===== config.mk =====
export PLATFORM = sky130hd
export DESIGN_NAME = complementary_wave_gen
export DESIGN_NICKNAME = d
export VERILOG_FILES = /design/src/shared/cwg_pkg.sv /design/src/design/cwg_deadband.sv /design/src/design/complementary_wave_gen.sv
export SDC_FILE = /design/constraint.sdc
export NUM_CORES = 1
export LEC_CHECK = 0
export CAP_MARGIN = 20
export CELL_PAD_IN_SITES_DETAIL_PLACEMENT = 0
export CELL_PAD_IN_SITES_GLOBAL_PLACEMENT = 1
export CORE_ASPECT_RATIO = 0.6
export CORE_MARGIN = 3
export CORE_UTILIZATION = 30
export DETAILED_ROUTE_END_ITERATION = 8
export DONT_BUFFER_PORTS = 1
export PLACE_DENSITY_LB_ADDON = 0.1
export SLEW_MARGIN = 10
export SYNTH_ARGS = -nofsm -noshare
export SYNTH_HDL_FRONTEND = slang
export SYNTH_SLANG_ARGS = --single-unit

===== constraint.sdc =====
create_clock -name CLOCK -period 2 [get_ports CLOCK]
set_input_delay 0.2 -clock CLOCK [delete_from_list [all_inputs] [get_ports CLOCK]]
set_output_delay 0.2 -clock CLOCK [all_outputs]
set_load 0.1 [all_outputs]

===== src/shared/cwg_pkg.sv =====
// Purpose: shared constants and types for the complementary wave generator
// Assumes: single clock, synchronous active-high reset
// Notes: dead-band counts are in generator clock cycles
package cwg_pkg;
  localparam int DB_W = 6;
  localparam int SRC_W = 4;
  localparam logic [DB_W-1:0] DB_RESET = 6'h00;
  localparam logic [DB_W-1:0] DB_ONE = 6'h01;
  localparam logic SHUTDOWN_RESET = 1'b1;
  localparam logic OUT_RESET = 1'b0;
  localparam logic KEEP_RESET = 1'b0;
  localparam logic EDGE_RESET = 1'b0;
  typedef enum logic [1:0] {
    ST_OFF,
    ST_SHUT,
    ST_WAIT_EDGE,
    ST_RUN
  } cwg_state_t;
endpackage


===== src/design/cwg_deadband.sv =====
// Purpose: one dead-band delay on a rising edge of a drive request
// Assumes: count of zero means no extra delay
// Notes: output falls at once when the request falls
`timescale 1ns/100ps
module cwg_deadband (
  // clock and reset
  input wire logic clk,
  input wire logic rst,
  // request
  input wire logic active,
  input wire logic req,
  input wire logic [cwg_pkg::DB_W-1:0] delay,
  // delayed drive
  output logic drive
);
  logic [cwg_pkg::DB_W-1:0] count;
  logic [cwg_pkg::DB_W-1:0] next_count;
  logic next_drive;

  always_comb begin
    next_count = count;
    next_drive = 1'b0;
    if (active && req) begin
      if (drive) begin
        next_drive = 1'b1;
      end else if (count >= delay) begin
        next_drive = 1'b1;
      end else begin
        next_count = count + cwg_pkg::DB_ONE;
      end
    end else begin
      next_count = cwg_pkg::DB_RESET;
    end
  end

  always_ff @(posedge clk) begin
    if (rst) begin
      count <= cwg_pkg::DB_RESET;
      drive <= cwg_pkg::OUT_RESET;
    end else begin
      count <= next_count;
      drive <= next_drive;
    end
  end
endmodule


===== src/design/complementary_wave_gen.sv =====
// Purpose: complementary wave generator with auto-shutdown and restart
// Assumes: CLOCK is the generator's own selected clock
// Notes: pin direction handling is done by software outside this block
`timescale 1ns/100ps
// Functional notes
// runs from own clock, also during sleep
// keeps fast oscillator requested during sleep
// software sets pins input before enabling
// software programs dead-bands, shutdown setup while disabled
// software sets polarity, enables before enable bit
// auto-restart enable clears shutdown flag automatically
// shutdown drives outputs to override levels
// polarity never applies to override levels
// auto-restart bit selects restart method
// software clear accepted only when sources low
// auto-restart clears flag when sources low
// overrides hold until next input rising edge
// any selected shutdown source sets flag
// dead-band delays rising and complementary edges
module complementary_wave_gen (
  // clock and reset
  input wire logic CLOCK,
  input wire logic RESET,
  // control
  input wire logic GENERATOR_ENABLE_BIT,
  input wire logic AUTO_RESTART_ENABLE,
  input wire logic OVERRIDE_LEVEL_A,
  input wire logic OVERRIDE_LEVEL_B,
  input wire logic POLARITY_A,
  input wire logic POLARITY_B,
  input wire logic OUTPUT_ENABLE_A,
  input wire logic OUTPUT_ENABLE_B,
  input wire logic [cwg_pkg::DB_W-1:0] RISE_DEADBAND_REG,
  input wire logic [cwg_pkg::DB_W-1:0] FALL_DEADBAND_REG,
  input wire logic FAST_OSC_SELECTED,
  // shutdown flag access
  input wire logic SHUTDOWN_SET_WRITE,
  input wire logic SHUTDOWN_CLEAR_WRITE,
  // sources
  input wire logic INPUT_SOURCE,
  input wire logic INPUT_ACTIVE,
  input wire logic [cwg_pkg::SRC_W-1:0] SHUTDOWN_SOURCES,
  input wire logic [cwg_pkg::SRC_W-1:0] SHUTDOWN_SELECT,
  // outputs
  output logic WAVE_OUTPUT_A,
  output logic WAVE_OUTPUT_B,
  output logic SHUTDOWN_ACTIVE_FLAG,
  output logic FAST_OSC_KEEP
);
  cwg_pkg::cwg_state_t state;
  cwg_pkg::cwg_state_t next_state;
  logic next_flag;
  logic input_prev;
  logic next_out_a;
  logic next_out_b;
  logic next_keep;
  logic shut_cond;
  logic rise;
  logic run;
  logic drive_a;
  logic drive_b;
  logic next_input_prev;
  logic pins_off;
  logic hold_override;

  function automatic logic any_selected(input logic [cwg_pkg::SRC_W-1:0] src,
                                        input logic [cwg_pkg::SRC_W-1:0] sel);
    any_selected = |(src & sel);
  endfunction

  // level of one pin: off, override or gated wave
  function automatic logic pin_level(input logic off,
                                     input logic hold,
                                     input logic level,
                                     input logic enable,
                                     input logic drive,
                                     input logic invert);
    if (off) begin
      pin_level = 1'b0;
    end else if (hold) begin
      pin_level = level;
    end else begin
      pin_level = enable & (drive ^ invert);
    end
  endfunction

  assign shut_cond = any_selected(SHUTDOWN_SOURCES, SHUTDOWN_SELECT);
  assign rise = INPUT_SOURCE & ~input_prev;
  assign run = (state == cwg_pkg::ST_RUN);
  assign pins_off = !GENERATOR_ENABLE_BIT;
  assign hold_override = !run || next_flag;

  // dead-band on each edge
  cwg_deadband u_db_a (
    .clk(CLOCK),
    .rst(RESET),
    .active(run),
    .req(INPUT_SOURCE),
    .delay(RISE_DEADBAND_REG),
    .drive(drive_a)
  );

  cwg_deadband u_db_b (
    .clk(CLOCK),
    .rst(RESET),
    .active(run),
    .req(~INPUT_SOURCE),
    .delay(FALL_DEADBAND_REG),
    .drive(drive_b)
  );

  // shutdown flag
  always_comb begin
    next_flag = SHUTDOWN_ACTIVE_FLAG;
    if (shut_cond || SHUTDOWN_SET_WRITE) begin
      next_flag = 1'b1;
    end else if (AUTO_RESTART_ENABLE) begin
      next_flag = 1'b0;
    end else if (SHUTDOWN_CLEAR_WRITE) begin
      next_flag = 1'b0;
    end
  end

  // sequencing
  always_comb begin
    next_state = state;
    case (state)
      cwg_pkg::ST_OFF: begin
        if (GENERATOR_ENABLE_BIT) begin
          next_state = cwg_pkg::ST_SHUT;
        end
      end
      cwg_pkg::ST_SHUT: begin
        if (!next_flag) begin
          next_state = cwg_pkg::ST_WAIT_EDGE;
        end
      end
      cwg_pkg::ST_WAIT_EDGE: begin
        if (next_flag) begin
          next_state = cwg_pkg::ST_SHUT;
        end else if (rise) begin
          next_state = cwg_pkg::ST_RUN;
        end
      end
      cwg_pkg::ST_RUN: begin
        if (next_flag) begin
          next_state = cwg_pkg::ST_SHUT;
        end
      end
      default: begin
        next_state = cwg_pkg::ST_OFF;
      end
    endcase
    if (!GENERATOR_ENABLE_BIT) begin
      next_state = cwg_pkg::ST_OFF;
    end
  end

  // input edge history
  always_comb begin
    next_input_prev = INPUT_SOURCE;
  end

  // oscillator request in sleep
  always_comb begin
    next_keep = GENERATOR_ENABLE_BIT && INPUT_ACTIVE && FAST_OSC_SELECTED;
  end

  // output drive, override shown from enable on
  always_comb begin
    next_out_a = pin_level(pins_off, hold_override, OVERRIDE_LEVEL_A,
                           OUTPUT_ENABLE_A, drive_a, POLARITY_A);
    next_out_b = pin_level(pins_off, hold_override, OVERRIDE_LEVEL_B,
                           OUTPUT_ENABLE_B, drive_b, POLARITY_B);
  end

  // sequencing register, generator clock only
  always_ff @(posedge CLOCK) begin
    if (RESET) begin
      state <= cwg_pkg::ST_OFF;
    end else begin
      state <= next_state;
    end
  end

  // shutdown flag register
  always_ff @(posedge CLOCK) begin
    if (RESET) begin
      SHUTDOWN_ACTIVE_FLAG <= cwg_pkg::SHUTDOWN_RESET;
    end else begin
      SHUTDOWN_ACTIVE_FLAG <= next_flag;
    end
  end

  // input edge register
  always_ff @(posedge CLOCK) begin
    if (RESET) begin
      input_prev <= cwg_pkg::EDGE_RESET;
    end else begin
      input_prev <= next_input_prev;
    end
  end

  // oscillator request register
  always_ff @(posedge CLOCK) begin
    if (RESET) begin
      FAST_OSC_KEEP <= cwg_pkg::KEEP_RESET;
    end else begin
      FAST_OSC_KEEP <= next_keep;
    end
  end

  // output registers
  always_ff @(posedge CLOCK) begin
    if (RESET) begin
      WAVE_OUTPUT_A <= cwg_pkg::OUT_RESET;
      WAVE_OUTPUT_B <= cwg_pkg::OUT_RESET;
    end else begin
      WAVE_OUTPUT_A <= next_out_a;
      WAVE_OUTPUT_B <= next_out_b;
    end
  end
endmodule


==> results.cfg <==
[sta]
slew_headroom_pct = 79.0
setup_violations = 0
maxSlewViolCount = 0
finalClockSkew_ns = 0.00355
rsz0062_at_grt = no
hold_violations = 0
post-route-min-period_ns = 1.90
tightest_slew_ns = 0.306
max_freq_ghz = 0.526
period_share_pct = 95.0
tns_ns = 0

[route]
dr_wl_met3_um = 219
wl_per_cell_um = 13.4
met1_length_um = 1530
drt-pass1-iter-count = 4
drc = 0
via_per_inst = 4.99
wl_met2_um = 927
highest_layer = met4
drt_iter0_markers = 73
num_vias = 1008
wl_um = 2710
drtAntennaViolNets = 0

[global_routing]
grt_pass1_vias = 916
antenna_found_initial = 0
overflow = 0
grt_max_degree = 12
grt_pass1_wl_um = 4250
grt_usage_pct = 11.3

[clock_tree]
cts_root_buf = clkbuf_8
clock_latency_ns = 0.26
clk_path_buf_depth = 2
clock_sinks = 21
clk_pin_slew_worst_paths_ns = 0.08
ctsHtreeMaxLevel = 1
numCtsBuffers = 3
cts_tree = done

[placed_design]
gp_congestion = 0.752
dpl.cell_count = 195
dpl_cell_area_um2 = 1360
dp_hpwl_um = 2280
port_buffers = 0

[cells_and_area]
final_common_cell = dfxtp_1
area.growth.synth_to_final_pct = 16.5
drive_above_1_share_pct = 12.9
reg_top3 = u_db_a.count x6, u_db_b.count x6, state x2
diodes = 0
final_nets = 209
final_cell_area_um2 = 1460
final_cell_mix = 20 x dfxtp_1, 17 x ha_1, 16 x inv_1
fill_cells = 403
stdcell_count = 202

[synthesis]
ys_types = 33
yosysSeqAreaShare_pct = 33.7
synth_edf_count = 0
yosysWarningCount = 0
syn_nets = 195
ys_ff_latch = 21
postSynthAreaPerCell_um2 = 8.79
synthCells = 142
synth_ff_type = dfxtp_1
synth_area_um2 = 1250
synthArstFlopShare_pct = 0

[power_and_ir_drop]
power_leakage_uw = 0.000642
peakVddDrop_mv = 0.205
powerDensity_nw_per_um2 = 544

[critical_path]
reg2reg_to = u_db_b.count[3]$_SDFFE_PP0P_
critPathCapture = u_db_b.count[3]$_SDFFE_PP0P_
critPathKind = flip-flop to flip-flop
crit_start = u_db_b.count[5]$_SDFFE_PP0P_
r2r_cells = 6
rrSetupSlack_ns = 0.1
crit_fanout = 7
worst_setup_path_start_kind = flip-flop
reg2reg_from = u_db_b.count[5]$_SDFFE_PP0P_
cp_data_arrival_time_ns = 2.11
required_ns = 2.21
crit_path_end_kind = flip-flop

[floorplanning]
ios = 39
core_um2 = 3830
row_count = 17
die_h_um = 56.0
start_util_pct = 32.6
die_area_um2 = 5000
die_w_um = 89.3

[worst_hold_path]
holdCritPathClass = input pin to flip-flop
min_path_cells = 2

[outcome]
status = complete, no violations

[job]
cap_violations = 0
-- stage by stage --
stage	worst slack (ns)	hold WS [ns]	util (%)	total power (µW)
global placement	0.0633	0.274	35.4	509
CTS	0.0500	0.0318	36.9	799
finish	0.0998	0.0371	38.0	792
global route	0.0191	0.0342	38.0	822
floorplan	0.229	0.272	-	495
detailed placement	0.0679	0.281	35.4	510
-- worst max-delay path: stages (launching register included) --
cell	delay (ns)
dfxtp_1	0.33
ha_1	0.33
a211o_1	0.30
a31oi_2	0.20
o21ai_2	0.13
or4_1	0.48
nand2_1	0.08
-- Yosys cell counts (all sizes together) (2+ instances only) --
master,n,area share (%)
nor2,9,2.7
a31oi,2,1.5
a21o,3,1.9
a211o,2,1.4
nand3,3,1.2
mux2i,3,2.4
or3,6,3.0
xnor2,2,1.4
nand2,7,2.1
a21oi,11,4.4
and2,3,1.5
dfxtp,21,34
inv,16,4.8
nor2b,2,1.0
xor2,3,2.1
o21ai,8,3.8
ha,18,18
o211ai,3,1.8
nand2b,5,2.5
nand4,5,2.5
-- layout make-up --
type	count	area [µm²]	area share (%)
inverters	16	60.1	4.13
multi-input cells	104	792	54.4
repair buffers	10	77.6	5.33
clock buffers	4	45.0	3.10
well taps	47	58.8	4.04
flip-flops and latches	21	422	29.0
-- power by group --
part | total, µW | internal [µW] | switching (µW)
sequential | 426 | 423 | 3.09
combinational | 79.8 | 28.8 | 51.0
clock | 286 | 142 | 144
-- metal layers --
layer	vias to the layer above	GRT usage [%]
met3	5	4.14
met2	33	13.7
met5	-	0
met1	441	17.4
li1	529	-
met4	0	3.82
-- cell families after synthesis --
family,after synthesis,synth area share (%)
AO/OA/AOI/OAI,33,17.7
multiplexers,3,2.40
buffers and inverters,17,5.21
XOR/XNOR,5,3.51
AND/OR/NAND/NOR,45,19.4
flip-flops,21,33.7
adder cells (fa/ha/maj),18,18.0
-- how the worst min path moves through the flow --
stage | end | from | slack, ns
after floorplan | input_prev$_SDFF_PP0_ | RESET | 0.27
after global placement | input_prev$_SDFF_PP0_ | RESET | 0.27
after detailed placement | input_prev$_SDFF_PP0_ | RESET | 0.28
after CTS | FAST_OSC_KEEP$_SDFF_PP0_ | INPUT_ACTIVE | 0.03
after global routing | SHUTDOWN_ACTIVE_FLAG$_SDFF_PP1_ | RESET | 0.03
final | FAST_OSC_KEEP$_SDFF_PP0_ | INPUT_ACTIVE | 0.04
-- repair_timing --
| action | in CTS | in global routing |
|---|---|---|
| endpoints found under the hold margin | 1 | 0 |
| endpoints found under the setup margin | 0 | 5 |
| buffers inserted | 0 | 2 |
| gates resized for setup | 0 | 5 |
| hold buffers | 1 | 0 |
Power figures use the tool's default switching activity.
